==> config.mk <==
export PLATFORM = sky130hd
export DESIGN_NAME = double_speed_clock_gen
export DESIGN_NICKNAME = d
export VERILOG_FILES = /design/src/clock_gen_pkg.sv /design/src/double_speed_clock_gen.sv /design/src/periph_clk_gen.sv
export VERILOG_INCLUDE_DIRS = /design/src
export SDC_FILE = /design/constraint.sdc
export NUM_CORES = 1
export LEC_CHECK = 0
export ABC_AREA = 1
export BUFFER_PORTS_ARGS = -buffer_cell sky130_fd_sc_hd__buf_2
export CAP_MARGIN = 20
export CORE_MARGIN = 5
export CORE_UTILIZATION = 35
export CTS_CLUSTER_DIAMETER = 120
export CTS_CLUSTER_SIZE = 30
export DETAILED_ROUTE_END_ITERATION = 8
export GPL_TIMING_DRIVEN = 0
export PLACE_DENSITY = 0.7
export SLEW_MARGIN = 5
export SYNTH_ARGS = -nofsm -noshare
export SYNTH_HDL_FRONTEND = slang
export SYNTH_SLANG_ARGS = --single-unit
==> constraint.sdc <==
create_clock -name aclk -period 1.7 [get_ports aclk]
set_clock_uncertainty 0.05 [all_clocks]
set_input_delay 0.34 -clock aclk [delete_from_list [all_inputs] [get_ports aclk]]
set_output_delay 0.34 -clock aclk [all_outputs]
set_load 0.005 [all_outputs]
==> src/clock_gen_defs.svh <==
// offsets, field positions, reset values and counts of the clock generator
`ifndef CLOCK_GEN_DEFS_SVH
`define CLOCK_GEN_DEFS_SVH

// ****************************************
// register map, word index of each register and byte address width
// ****************************************
`define ADDR_W          12
`define CLK_SEL_IDX     10'h08f
`define STATUS_IDX      10'h090
`define CLK_SEL_RESET   8'h00

// ****************************************
// field positions of clock_speed_select
// ****************************************
`define CPU_X2_BIT      0
`define PERIPH_LSB      1
`define PERIPH_MSB      7
`define PERIPH_N        7

// ****************************************
// timing counts in oscillator periods
// ****************************************
`define PHASE_LAST      3'h5
`define STD_PERIODS     5'h0c
`define X2_PERIODS      5'h06

// ****************************************
// bus response codes
// ****************************************
`define RESP_OKAY       2'h0
`define RESP_SLVERR     2'h2

`endif

==> src/clock_gen_pkg.sv <==
// types of the clock generator
package clock_gen_pkg;

  // ****************************************
  // bus channel states
  // ****************************************
  typedef enum logic [0:0] {
    wr_collect,
    wr_respond
  } wr_state_t;

  typedef enum logic [0:0] {
    rd_wait,
    rd_respond
  } rd_state_t;

endpackage : clock_gen_pkg

==> src/double_speed_clock_gen.sv <==
// core and peripheral clock generator with AXI4-Lite register access
//
// Function
// - standard mode divides oscillator by two first
// - machine cycle is 6 or 12 periods
// - reset starts standard unless start-up option
// - cpu bit alone switches the cpu and all peripherals
// - peripheral doubles only with its select cleared
// - double speed bypasses the divider
// - speed change applied on divided rising edge
// - start-up option resets into double speed
// - doubled peripherals see halved time reference
// - cpu bit clear keeps everything at 12
// - cleared select gives 6, set gives 12
`include "clock_gen_defs.svh"

module double_speed_clock_gen (
  input  wire logic                 aclk,
  input  wire logic                 aresetn,
  input  wire logic                 ce,
  input  wire logic                 boot_double_speed_opt,
  input  wire logic [`ADDR_W-1:0]   awaddr,
  input  wire logic                 awvalid,
  output logic                      awready,
  input  wire logic [31:0]          wdata,
  input  wire logic [3:0]           wstrb,
  input  wire logic                 wvalid,
  output logic                      wready,
  output logic [1:0]                bresp,
  output logic                      bvalid,
  input  wire logic                 bready,
  input  wire logic [`ADDR_W-1:0]   araddr,
  input  wire logic                 arvalid,
  output logic                      arready,
  output logic [31:0]               rdata,
  output logic [1:0]                rresp,
  output logic                      rvalid,
  input  wire logic                 rready,
  output logic                      cpu_clk_en,
  output logic                      cpu_cycle,
  output logic [`PERIPH_N-1:0]      periph_clk_en,
  output logic [`PERIPH_N-1:0]      periph_cycle,
  output logic                      cpu_double_active
);

  // ****************************************
  // divider and applied speed
  // ****************************************
  logic                 div_q;
  logic                 div_d;
  logic                 div_rise;
  logic                 cpu_fast_q;
  logic                 cpu_fast_d;
  logic [`PERIPH_N-1:0] periph_fast_q;
  logic [`PERIPH_N-1:0] periph_fast_d;
  logic [7:0]           sel_q;
  logic [7:0]           sel_d;

  localparam logic [7:0] SEL_RESET = `CLK_SEL_RESET;

  always_comb begin
    div_d         = ~div_q;
    div_rise      = ~div_q;
    cpu_fast_d    = cpu_fast_q;
    periph_fast_d = periph_fast_q;
    if (div_rise) begin
      cpu_fast_d    = sel_q[`CPU_X2_BIT];
      periph_fast_d = {`PERIPH_N{sel_q[`CPU_X2_BIT]}}
                      & ~sel_q[`PERIPH_MSB:`PERIPH_LSB];
    end
  end

  always_ff @(posedge aclk) begin
    if (!aresetn) begin
      div_q         <= 1'b0;
      cpu_fast_q    <= boot_double_speed_opt;
      periph_fast_q <= {`PERIPH_N{boot_double_speed_opt}};
    end else if (ce) begin
      div_q         <= div_d;
      cpu_fast_q    <= cpu_fast_d;
      periph_fast_q <= periph_fast_d;
    end
  end

  // ****************************************
  // enable generators, core first
  // ****************************************
  logic [`PERIPH_N:0] fast_vec;
  logic [`PERIPH_N:0] clk_en_vec;
  logic [`PERIPH_N:0] cycle_vec;

  assign fast_vec = {periph_fast_q, cpu_fast_q};

  generate
    for (genvar i = 0; i <= `PERIPH_N; i++) begin : g_gen
      periph_clk_gen u_gen (
        .aclk     (aclk),
        .aresetn  (aresetn),
        .ce       (ce),
        .div_rise (div_rise),
        .fast     (fast_vec[i]),
        .clk_en_q (clk_en_vec[i]),
        .cycle_q  (cycle_vec[i])
      );
    end
  endgenerate

  assign cpu_clk_en        = clk_en_vec[0];
  assign cpu_cycle         = cycle_vec[0];
  assign periph_clk_en     = clk_en_vec[`PERIPH_N:1];
  assign periph_cycle      = cycle_vec[`PERIPH_N:1];
  assign cpu_double_active = cpu_fast_q;

  // ****************************************
  // write channels
  // ****************************************
  clock_gen_pkg::wr_state_t wr_state_q;
  clock_gen_pkg::wr_state_t wr_state_d;
  logic                     aw_got_q;
  logic                     aw_got_d;
  logic                     w_got_q;
  logic                     w_got_d;
  logic [`ADDR_W-1:0]       awaddr_q;
  logic [`ADDR_W-1:0]       awaddr_d;
  logic [7:0]               wbyte_q;
  logic [7:0]               wbyte_d;
  logic                     wlane_q;
  logic                     wlane_d;
  logic                     awready_d;
  logic                     wready_d;
  logic                     bvalid_d;
  logic [1:0]               bresp_d;

  always_comb begin
    wr_state_d = wr_state_q;
    aw_got_d   = aw_got_q;
    w_got_d    = w_got_q;
    awaddr_d   = awaddr_q;
    wbyte_d    = wbyte_q;
    wlane_d    = wlane_q;
    awready_d  = awready;
    wready_d   = wready;
    bvalid_d   = bvalid;
    bresp_d    = bresp;
    sel_d      = sel_q;
    case (wr_state_q)
      clock_gen_pkg::wr_collect: begin
        if (awvalid && awready) begin
          aw_got_d = 1'b1;
          awaddr_d = awaddr;
        end
        if (wvalid && wready) begin
          w_got_d = 1'b1;
          wbyte_d = wdata[7:0];
          wlane_d = wstrb[0];
        end
        awready_d = ~aw_got_d;
        wready_d  = ~w_got_d;
        if (aw_got_d && w_got_d) begin
          if (awaddr_d[`ADDR_W-1:2] == `CLK_SEL_IDX) begin
            if (wlane_d) begin
              sel_d = wbyte_d;
            end
            bresp_d = `RESP_OKAY;
          end else if (awaddr_d[`ADDR_W-1:2] == `STATUS_IDX) begin
            bresp_d = `RESP_OKAY;
          end else begin
            bresp_d = `RESP_SLVERR;
          end
          bvalid_d   = 1'b1;
          aw_got_d   = 1'b0;
          w_got_d    = 1'b0;
          awready_d  = 1'b0;
          wready_d   = 1'b0;
          wr_state_d = clock_gen_pkg::wr_respond;
        end
      end
      clock_gen_pkg::wr_respond: begin
        if (bready) begin
          bvalid_d   = 1'b0;
          awready_d  = 1'b1;
          wready_d   = 1'b1;
          wr_state_d = clock_gen_pkg::wr_collect;
        end
      end
      default: begin
        wr_state_d = clock_gen_pkg::wr_collect;
      end
    endcase
  end

  always_ff @(posedge aclk) begin
    if (!aresetn) begin
      wr_state_q <= clock_gen_pkg::wr_collect;
      aw_got_q   <= 1'b0;
      w_got_q    <= 1'b0;
      awaddr_q   <= '0;
      wbyte_q    <= 8'h00;
      wlane_q    <= 1'b0;
      awready    <= 1'b0;
      wready     <= 1'b0;
      bvalid     <= 1'b0;
      bresp      <= `RESP_OKAY;
      sel_q      <= {SEL_RESET[7:1], boot_double_speed_opt};
    end else if (ce) begin
      wr_state_q <= wr_state_d;
      aw_got_q   <= aw_got_d;
      w_got_q    <= w_got_d;
      awaddr_q   <= awaddr_d;
      wbyte_q    <= wbyte_d;
      wlane_q    <= wlane_d;
      awready    <= awready_d;
      wready     <= wready_d;
      bvalid     <= bvalid_d;
      bresp      <= bresp_d;
      sel_q      <= sel_d;
    end
  end

  // ****************************************
  // read channels
  // ****************************************
  clock_gen_pkg::rd_state_t rd_state_q;
  clock_gen_pkg::rd_state_t rd_state_d;
  logic                     arready_d;
  logic                     rvalid_d;
  logic [31:0]              rdata_d;
  logic [1:0]               rresp_d;

  always_comb begin
    rd_state_d = rd_state_q;
    arready_d  = arready;
    rvalid_d   = rvalid;
    rdata_d    = rdata;
    rresp_d    = rresp;
    case (rd_state_q)
      clock_gen_pkg::rd_wait: begin
        arready_d = 1'b1;
        if (arvalid && arready) begin
          if (araddr[`ADDR_W-1:2] == `CLK_SEL_IDX) begin
            rdata_d = {24'h000000, sel_q};
            rresp_d = `RESP_OKAY;
          end else if (araddr[`ADDR_W-1:2] == `STATUS_IDX) begin
            rdata_d = {24'h000000, periph_fast_q, cpu_fast_q};
            rresp_d = `RESP_OKAY;
          end else begin
            rdata_d = 32'h00000000;
            rresp_d = `RESP_SLVERR;
          end
          rvalid_d   = 1'b1;
          arready_d  = 1'b0;
          rd_state_d = clock_gen_pkg::rd_respond;
        end
      end
      clock_gen_pkg::rd_respond: begin
        if (rready) begin
          rvalid_d   = 1'b0;
          arready_d  = 1'b1;
          rd_state_d = clock_gen_pkg::rd_wait;
        end
      end
      default: begin
        rd_state_d = clock_gen_pkg::rd_wait;
      end
    endcase
  end

  always_ff @(posedge aclk) begin
    if (!aresetn) begin
      rd_state_q <= clock_gen_pkg::rd_wait;
      arready    <= 1'b0;
      rvalid     <= 1'b0;
      rdata      <= 32'h00000000;
      rresp      <= `RESP_OKAY;
    end else if (ce) begin
      rd_state_q <= rd_state_d;
      arready    <= arready_d;
      rvalid     <= rvalid_d;
      rdata      <= rdata_d;
      rresp      <= rresp_d;
    end
  end
endmodule : double_speed_clock_gen

==> src/periph_clk_gen.sv <==
// one clock enable and cycle pulse generator for the core or a peripheral
`include "clock_gen_defs.svh"

module periph_clk_gen (
  input  wire logic aclk,
  input  wire logic aresetn,
  input  wire logic ce,
  input  wire logic div_rise,
  input  wire logic fast,
  output logic      clk_en_q,
  output logic      cycle_q
);

  // ****************************************
  // phase generator
  // ****************************************
  logic [2:0] phase_q;
  logic [2:0] phase_d;
  logic       clk_en_d;
  logic       cycle_d;
  logic       tick;

  always_comb begin
    tick     = fast | div_rise;
    phase_d  = phase_q;
    clk_en_d = 1'b0;
    cycle_d  = 1'b0;
    if (tick) begin
      clk_en_d = 1'b1;
      if (phase_q == `PHASE_LAST) begin
        phase_d = 3'h0;
        cycle_d = 1'b1;
      end else begin
        phase_d = phase_q + 3'h1;
      end
    end
  end

  always_ff @(posedge aclk) begin
    if (!aresetn) begin
      phase_q  <= 3'h0;
      clk_en_q <= 1'b0;
      cycle_q  <= 1'b0;
    end else if (ce) begin
      phase_q  <= phase_d;
      clk_en_q <= clk_en_d;
      cycle_q  <= cycle_d;
    end
  end

  // ****************************************
  // checks
  // ****************************************
  logic [4:0] gap_q;
  logic       mixed_q;
  logic       seen_q;

  always_ff @(posedge aclk) begin
    if (!aresetn) begin
      gap_q   <= 5'h00;
      mixed_q <= 1'b1;
      seen_q  <= 1'b0;
    end else if (ce) begin
      if (cycle_q) begin
        gap_q   <= 5'h01;
        mixed_q <= 1'b0;
        seen_q  <= fast;
      end else begin
        gap_q   <= gap_q + 5'h01;
        mixed_q <= mixed_q | (fast != seen_q);
      end
    end
  end
endmodule : periph_clk_gen
==> out/results.ini, run 1 <==
[synthesis]
synthesis.area_sq_um = 4430
synth_top_area_share_pct = 38.8
synth.avg_cell_area_sq_um = 7.73
yosysUniqueCellTypes = 32
seq_area_frac_synth_pct = 44.9
yosys_warnings = 0
synth_area_leader_cell = dfxtp_1
syn_inst = 574
synth-seq-cells = 95
ys_top_cells_by_area = dfxtp_1 (39%), nand2_1 (9.8%), a21oi_1 (7.1%)

[layout]
antennaDiodeCount = 0
syn_to_final_growth_pct = 21.6
n_fill_cell = 1309
layout_commonest_cell = nand2_1
mostFrequentLayoutCells = nand2_1 (116), dfxtp_1 (85), buf_2 (70)
stdcell_count = 857
final_nets = 749
layout-drive-gt1-share_pct = 24.2

[critical_path]
cp.arrival_ps = 1580
critPathLaunch = awready$_SDFFE_PN0P_
cp.required_ps = 1710
reg2reg_slack_ps = 130
critPathLaunchType = flip-flop
worstReg2RegStart = awready$_SDFFE_PN0P_
reg2reg_depth = 7
cp_max_fo = 10
crit_type = flip-flop to flip-flop
crit_path_end_kind = flip-flop

[detailed_routing]
drt_iter0_drc = 243
via_count = 3824
first_pass_iters = 5
wl_per_cell_microns = 11.9
vias_per_cell = 4.46
finalWirelength_microns = 10200
ant_nets = 0
drc_errors = 0

[power_and_ir_drop]
p_leak_nw = 2.53
ir_drop_mv = 0.528
p_sw_share_pct = 27.2
p_switching_mw = 1.38
internal_power_mw = 3.69
power_frac_comb_pct = 12.9
pwr-share-clk_pct = 38.5
power-per-cell-area_nw_per_um2 = 939
pwr-share-seq_pct = 48.7

[die]
fp.coreArea_sq_um = 12500
die_w_microns = 123
rows = 41
dieHeight_microns = 123
die_area_sq_um = 15000
initial_core_util_pct = 35.4
pin_count = 127

[clocking]
clock-sinks = 95
htreeDepth = 3
cts_tree = done
cts_buffers = 9
clk_latency_ps = 350
cts_buffer_depth = 2
holdBufCountCts = 0
path_clk_slew_ps = 70
cts_root_buf = clkbuf_16

[sta]
hold_viol_final = 0
setup_violations = 0
relSlewSlack_pct = 55.6
period_share_pct = 92.4
timing.final.max_slew_violations = 0
tightest_slew_ps = 666
clock.fmax_mhz = 636
fin_crit_ps = 1570
grt_setup_unrepaired = no
tns_ps = 0

[place]
gp_congestion = 0.857
portBuffers = 68
dp_cells = 839
hpwl_microns = 7920

[global_routing]
overflow = 0
grt_pass1_wl_microns = 16600
antenna_found_initial = 0
track_usage_pct = 14.1
grt_max_degree = 19
grt_pass1_vias = 3482

[status]
status = complete, no violations

[min_path]
hold_start = awaddr[10]
hp-class = input pin to flip-flop
holdPathStages = 3

[job]
drv_cap = 0

## power groups by stage
stage               logic, mW  clock network, mW  registers [mW]
floorplan               0.455                  0            2.50
global placement        0.640                  0            2.51
detailed placement      0.648                  0            2.51
CTS                     0.654               2.00            2.46
global route            0.738               2.10            2.48
finish                  0.651               1.95            2.46
## logic make-up after synthesis
kind of cell	after synthesis	synth area share [%]
and+or+nand+nor	242	25.5
AOI/OAI and AO/OA	120	14.2
buffers and inverters	108	13.5
DFF	95	44.9
muxes	8	1.81
other	1	0.0846
## cell type report
type / instances / area, sq um / share of cell area, %
flip-flops and latches: 95 / 1990 / 37.0
multi-input cells: 396 / 1940 / 36.0
plain buffers: 59 / 410 / 7.61
repair buffers: 70 / 355 / 6.59
clock buffers: 9 / 225 / 4.18
well taps: 172 / 215 / 3.99
inverters: 49 / 189 / 3.50
clock inverters: 7 / 62.6 / 1.16
## critical path, cell delays in order (launching register included)
cell,delay [ps]
dfxtp_2,360
buf_4,170
nand3_1,90
nand2_1,110
nand2_2,100
nor2_8,140
nand3_4,120
o21ai_2,150
## stage by stage
| step | power, mW | hold slack (ps) | utilization [%] | setup WS (ps) | instance area, sq um |
|---|---|---|---|---|---|
| floorplan | 2.96 | 379 | - | 123 | 4530 |
| global placement | 3.15 | 387 | 40.6 | -321 | 5080 |
| detailed placement | 3.16 | 394 | 40.6 | -328 | 5080 |
| CTS | 5.12 | 171 | 43.0 | 37.9 | 5390 |
| global route | 5.32 | 204 | 43.1 | 2.85 | 5390 |
| finish | 5.06 | 185 | 43.1 | 129 | 5390 |
## flip-flops by register name, indices dropped and copies added, names as in the netlist
signal                flops
arready                   1
aw_got_q                  1
awaddr_q                 10
awready                   1
bresp                     1
bvalid                    1
cpu_double_active         1
div_q                     1
g_gen.u_gen.clk_en_q      8
g_gen.u_gen.cycle_q       8
g_gen.u_gen.phase_q      24
periph_fast_q             7
rd_state_q                1
rdata                     8
rresp                     1
rvalid                    1
sel_q                     8
w_got_q                   1
wbyte_q                   8
wlane_q                   1
wr_state_q                1
wready                    1
## synth_stat cells, drive strengths merged
| cell type | instances |
|---|---|
| a211oi | 7 |
| a21oi | 63 |
| a22oi | 4 |
| buf | 48 |
| clkbuf | 11 |
| clkinv | 1 |
| conb | 1 |
| dfxtp | 86 |
| edfxtp | 9 |
| inv | 48 |
| mux2i | 8 |
| nand2 | 132 |
| nand3 | 40 |
| nand4 | 7 |
| nor2 | 59 |
| nor3 | 4 |
| o21ai | 46 |
## path summary, 6_finish.rpt
| kind | to |
|---|---|
| worst min-delay path | awaddr_q[10]$_SDFFE_PN0P_ |
| worst max register to register | sel_q[0]$_DFFE_PP_ |
| worst min register to register | g_gen[5].u_gen.phase_q[0]$_SDFFE_PN0P_ |
| worst max-delay path | sel_q[0]$_DFFE_PP_ |
## what timing repair did
action	in CTS	in global routing
gates resized for setup	0	4
setup buffers	2	0
endpoints found under the setup margin	1	14
pin swaps	2	1
## metal layers
layer,vias up,wire (microns),track usage (%)
li1,2031,-,-
met1,1680,4660,18.5
met2,97,4700,22.1
met3,16,639,4.10
met4,0,246,5.39
met5,-,0,0
No activity file was read; power rests on OpenSTA's default activity.
==> inputs of run 2 (changes only) <==
--- a/config.mk
+++ b/config.mk
@@ -18,3 +18,3 @@
 export PLACE_DENSITY = 0.7
-export SLEW_MARGIN = 5
+export SLEW_MARGIN = 30
 export SYNTH_ARGS = -nofsm -noshare
==> constraint.sdc (replaced) <==
create_clock -name aclk -period 1.7 [get_ports aclk]
set_clock_uncertainty 0.05 [all_clocks]
set_input_delay 0.425 -clock aclk [delete_from_list [all_inputs] [get_ports aclk]]
set_output_delay 0.425 -clock aclk [all_outputs]
set_load 0.005 [all_outputs]
==> out/results.ini, run 2 (synthesis results as in run 1) <==
[status]
status = complete, no violations

[sta]
relSlewSlack_pct = 56.2
hold_viol_final = 0
clock.fmax_mhz = 637
fin_crit_ps = 1570
period_share_pct = 92.3
timing.final.max_slew_violations = 0
grt_setup_unrepaired = no
worst_slack_ps = 131
tightest_slew_ps = 657
setup_violations = 0
fin_hold_ws_ps = 268

[power_and_ir_drop]
ir_drop_mv = 0.528
pwr-share-clk_pct = 38.6
p_sw_share_pct = 27.3
internal_power_mw = 3.69
pwr-share-seq_pct = 48.6
p_leak_nw = 2.53
power-per-cell-area_nw_per_um2 = 941
p_switching_mw = 1.38
power_frac_comb_pct = 12.8

[critical_path]
crit_type = flip-flop to flip-flop
cp.required_ps = 1710
crit_chain = buf_4 > nand3_1 > nand2_1 > nand2_2 > nor2_8 > nand3_4 > o21ai_2
critPathLaunchType = flip-flop
cp_slowest_cell = dfxtp_2
worstReg2RegStart = awready$_SDFFE_PN0P_
crit_path_end_kind = flip-flop
cp_max_fo = 10
max_stage_delay_ps = 360
reg2reg_slack_ps = 130
cp_top_family = simple AND/OR/NAND/NOR gates
timing.rr.end = sel_q[0]$_DFFE_PP_
reg2reg_depth = 7
worst-path-buf-inv = 1
cp.arrival_ps = 1580

[detailed_routing]
ant_nets = 0
drt_iter0_drc = 202
wl_per_cell_microns = 12.0
via_count = 3799
drc_errors = 0
first_pass_iters = 4
vias_per_cell = 4.44
finalWirelength_microns = 10200

[layout]
stdcell_count = 856
top_register = g_gen.u_gen.phase_q
top_regs = g_gen.u_gen.phase_q (24), awaddr_q (10)
largest_reg_flops = 24
layout_commonest_cell = nand2_1
antennaDiodeCount = 0
n_fill_cell = 1312
final_nets = 748
mostFrequentLayoutCells = nand2_1 (116), dfxtp_1 (85), buf_2 (70)
layout-drive-gt1-share_pct = 24.1
syn_to_final_growth_pct = 21.5

[clocking]
cts_tree = done
clk_latency_ps = 350
cts_root_buf = clkbuf_16
clock-sinks = 95
cts_buffer_depth = 2
holdBufCountCts = 0
path_clk_slew_ps = 70
htreeDepth = 3
cts_buffers = 9

[place]
dp_cells = 839
gp_congestion = 0.857
portBuffers = 68
pre_cts_slack_ps = -413
hpwl_microns = 7920

[die]
fp.coreArea_sq_um = 12500
rows = 41
pin_count = 127
initial_core_util_pct = 35.4
die_area_sq_um = 15000
dieHeight_microns = 123
die_w_microns = 123

[min_path]
min_to = awaddr_q[10]$_SDFFE_PN0P_
hold_start = awaddr[10]
hp-class = input pin to flip-flop
holdPathStages = 3

[global_routing]
track_usage_pct = 14.1
antenna_found_initial = 0
grt_pass1_wl_microns = 16600
grt_max_degree = 19
overflow = 0
grt_pass1_vias = 3482

[job]
drv_cap = 0

run 2: cell types whose count changed in the layout (fill, tap and decap cells not counted):
cell,change
clkbuf_2,-1
run 2: power by group through the flow:
stage                     clock [mW]  combinational [mW]  sequential (mW)
after floorplan                    0               0.455             2.50
after global placement             0               0.640             2.51
after detailed placement           0               0.648             2.51
after CTS                       2.00               0.653             2.46
after global routing            2.10               0.737             2.48
final                           1.96               0.650             2.46
run 2: how the worst max path moves through the flow:
stage	start	end	slack, ps	cells past startpoint
6_report	awready$_SDFFE_PN0P_	sel_q[0]$_DFFE_PP_	130	7
4_1_cts	awready$_SDFFE_PN0P_	sel_q[0]$_DFFE_PP_	50	7
2_1_floorplan	awvalid	sel_q[0]$_DFFE_PP_	40	9
3_3_place_gp	aresetn	periph_fast_q[0]$_DFFE_PP_	-410	4
3_5_place_dp	aresetn	periph_fast_q[0]$_DFFE_PP_	-410	4
5_1_grt	wready$_SDFFE_PN0P_	sel_q[4]$_SDFFE_PN0P_	0.8	9
run 2: repair_timing:
item,in CTS,in global routing
pin swaps,2,1
setup buffers,2,0
setup endpoints to repair,9,6
resized for setup,0,2
endpoints found under the hold margin,0,0
run 2: cell type report:
type,count,area [sq um],share of cell area [%]
Inverter,49,189,3.51
Tap cell,172,215,3.99
Clock inverter,7,62.6,1.16
Timing Repair Buffer,70,355,6.60
Clock buffer,9,225,4.18
Sequential cell,95,1990,37.0
Buffer,58,405,7.52
Multi-Input combinational cell,396,1940,36.0
run 2: tightest hold or removal path, cell delays in order:
cell,delay (ps)
buf_2,90
nor2_1,40
nor2_1,80
run 2: stage by stage:
step / power (mW) / TNS, ps / utilization, % / cell area (sq um)
after floorplan: 2.96 / 0 / - / 4530
after global placement: 3.15 / -6230 / 40.6 / 5080
after detailed placement: 3.16 / -6810 / 40.6 / 5080
after CTS: 5.12 / 0 / 43.0 / 5380
after global routing: 5.32 / 0 / 43.0 / 5390
final: 5.07 / 0 / 43.0 / 5390
run 2: routing by layer:
layer | routed length (microns) | part of all wire (%) | global-route usage [%]
met5 | 0 | 0 | 0
met4 | 248 | 2.4 | 5.39
met3 | 701 | 6.8 | 4.10
met2 | 4650 | 45 | 22.1
met1 | 4650 | 45 | 18.5
==> inputs of run 3 (changes only) <==
- CTS_CLUSTER_DIAMETER: 120 -> 60
- clock period: 1.7 -> 1.8 ns (I/O delays scaled with it)
==> out/results.ini, run 3 (synthesis results as in run 1) <==
[status]
status = complete, no violations

[layout]
final_util_pct = 43.1
design_area_sq_um = 5390
stdcell_count = 857
layout_commonest_cell = nand2_1
top_register = g_gen.u_gen.phase_q
antennaDiodeCount = 0
final_nets = 749
layout-drive-gt1-share_pct = 24.1
syn_to_final_growth_pct = 21.6
top_regs = g_gen.u_gen.phase_q (24), awaddr_q (10)
largest_reg_flops = 24
mostFrequentLayoutCells = nand2_1 (116), dfxtp_1 (86), buf_2 (70)

[place]
portBuffers = 68
placed_cell_area_sq_um = 5080
dp_cells = 839
hpwl_microns = 7920
gp_congestion = 0.857

[critical_path]
critPathLaunchType = flip-flop
timing.rr.end = sel_q[0]$_DFFE_PP_
crit_path_end_kind = flip-flop
worstReg2RegStart = awready$_SDFFE_PN0P_
cp.required_ps = 1810
reg2reg_depth = 7
reg2reg_slack_ps = 120
cp_max_fo = 10
crit_type = flip-flop to flip-flop
cp.arrival_ps = 1690

[global_routing]
grt_max_degree = 19
track_usage_pct = 14.1
overflow = 0
antenna_found_initial = 0
grt_pass1_vias = 3479
grt_pass1_wl_microns = 16600

[detailed_routing]
drt_iter0_drc = 225
drc_errors = 0
first_pass_iters = 5
via_count = 3822
finalWirelength_microns = 10200
vias_per_cell = 4.46
ant_nets = 0
wl_per_cell_microns = 12.0

[min_path]
hold_start = awaddr[10]
holdPathStages = 3
min_to = awaddr_q[10]$_SDFFE_PN0P_
hp-class = input pin to flip-flop

[clocking]
cts_root_buf = clkbuf_16
clock-sinks = 95
path_clk_slew_ps = 70
holdBufCountCts = 0
cts_buffer_depth = 2
clk_latency_ps = 350
htreeDepth = 3
cts_tree = done
cts_buffers = 9

[die]
fp.coreArea_sq_um = 12500
dieHeight_microns = 123
die_area_sq_um = 15000
rows = 41
die_w_microns = 123
pin_count = 127
initial_core_util_pct = 35.4

[sta]
hold_viol_final = 0
period_share_pct = 93.6
tightest_slew_ps = 655
timing.final.max_slew_violations = 0
fin_crit_ps = 1680
relSlewSlack_pct = 56.4
clock.fmax_mhz = 594
setup_violations = 0
grt_setup_unrepaired = no

[power_and_ir_drop]
power-per-cell-area_nw_per_um2 = 886
internal_power_mw = 3.48
pwr-share-seq_pct = 48.7
p_switching_mw = 1.30
p_leak_nw = 2.53
ir_drop_mv = 0.501
pwr-share-clk_pct = 38.5
power_frac_comb_pct = 12.8
p_sw_share_pct = 27.2

[job]
drv_cap = 0

==> run 3: metrics by stage <==
step / hold WS, ps / setup WS, ps / TNS (ps) / total power, mW
detailed placement: 394 / -338 / -3580 / 2.99
global route: 314 / 11.5 / 0 / 5.02
finish: 293 / 115 / 0 / 4.78
floorplan: 379 / 113 / 0 / 2.79
global placement: 387 / -331 / -3380 / 2.97
CTS: 281 / 27.9 / 0 / 4.84
==> run 3: what timing repair did <==
| item | 4_1_cts | 5_1_grt |
|---|---|---|
| endpoints found under the hold margin | 0 | 0 |
| endpoints found under the setup margin | 0 | 9 |
| setup buffers | 0 | 3 |
| gates resized for setup | 0 | 1 |
==> run 3: critical path, cell delays in order (launching register included) <==
cell     delay (ps)
dfxtp_1         380
buf_4           190
nand3_1          90
nand2_1         110
nand2_2         100
nor2_8          180
nand3_4         140
o21ai_2         150
==> run 3: layout make-up <==
cell class	instances	area [sq um]
clock buffer	9	225
buffer	58	405
multi-input combinational	396	1940
timing repair buffer	71	363
tap	172	215
inverter	49	189
fill	1311	7120
clock inverter	7	62.6
sequential	95	1990
==> run 3: how the worst max path moves through the flow <==
stage,from,end,cells after the start
6_report,awready$_SDFFE_PN0P_,sel_q[0]$_DFFE_PP_,7
3_5_place_dp,aresetn,periph_fast_q[0]$_DFFE_PP_,4
2_1_floorplan,awvalid,sel_q[0]$_DFFE_PP_,9
5_1_grt,awready$_SDFFE_PN0P_,sel_q[0]$_DFFE_PP_,7
3_3_place_gp,aresetn,periph_fast_q[0]$_DFFE_PP_,4
4_1_cts,aresetn,periph_fast_q[2]$_DFFE_PP_,4
==> run 3: layer usage <==
metal	vias up	share of wire [%]	GRT usage, %	routed length, microns
li1	2031	-	-	-
met1	1683	46	18.4	4670
met2	90	46	22.1	4700
met3	18	6.2	4.19	634
met4	0	2.4	5.39	247
met5	-	0	0	0
==> run 3: power by group through the flow <==
| stage | registers (mW) | logic (mW) | clock network, mW |
|---|---|---|---|
| after floorplan | 2.36 | 0.430 | 0 |
| after global placement | 2.37 | 0.604 | 0 |
| after detailed placement | 2.37 | 0.612 | 0 |
| after CTS | 2.33 | 0.615 | 1.89 |
| after global routing | 2.34 | 0.695 | 1.98 |
| final | 2.33 | 0.612 | 1.84 |
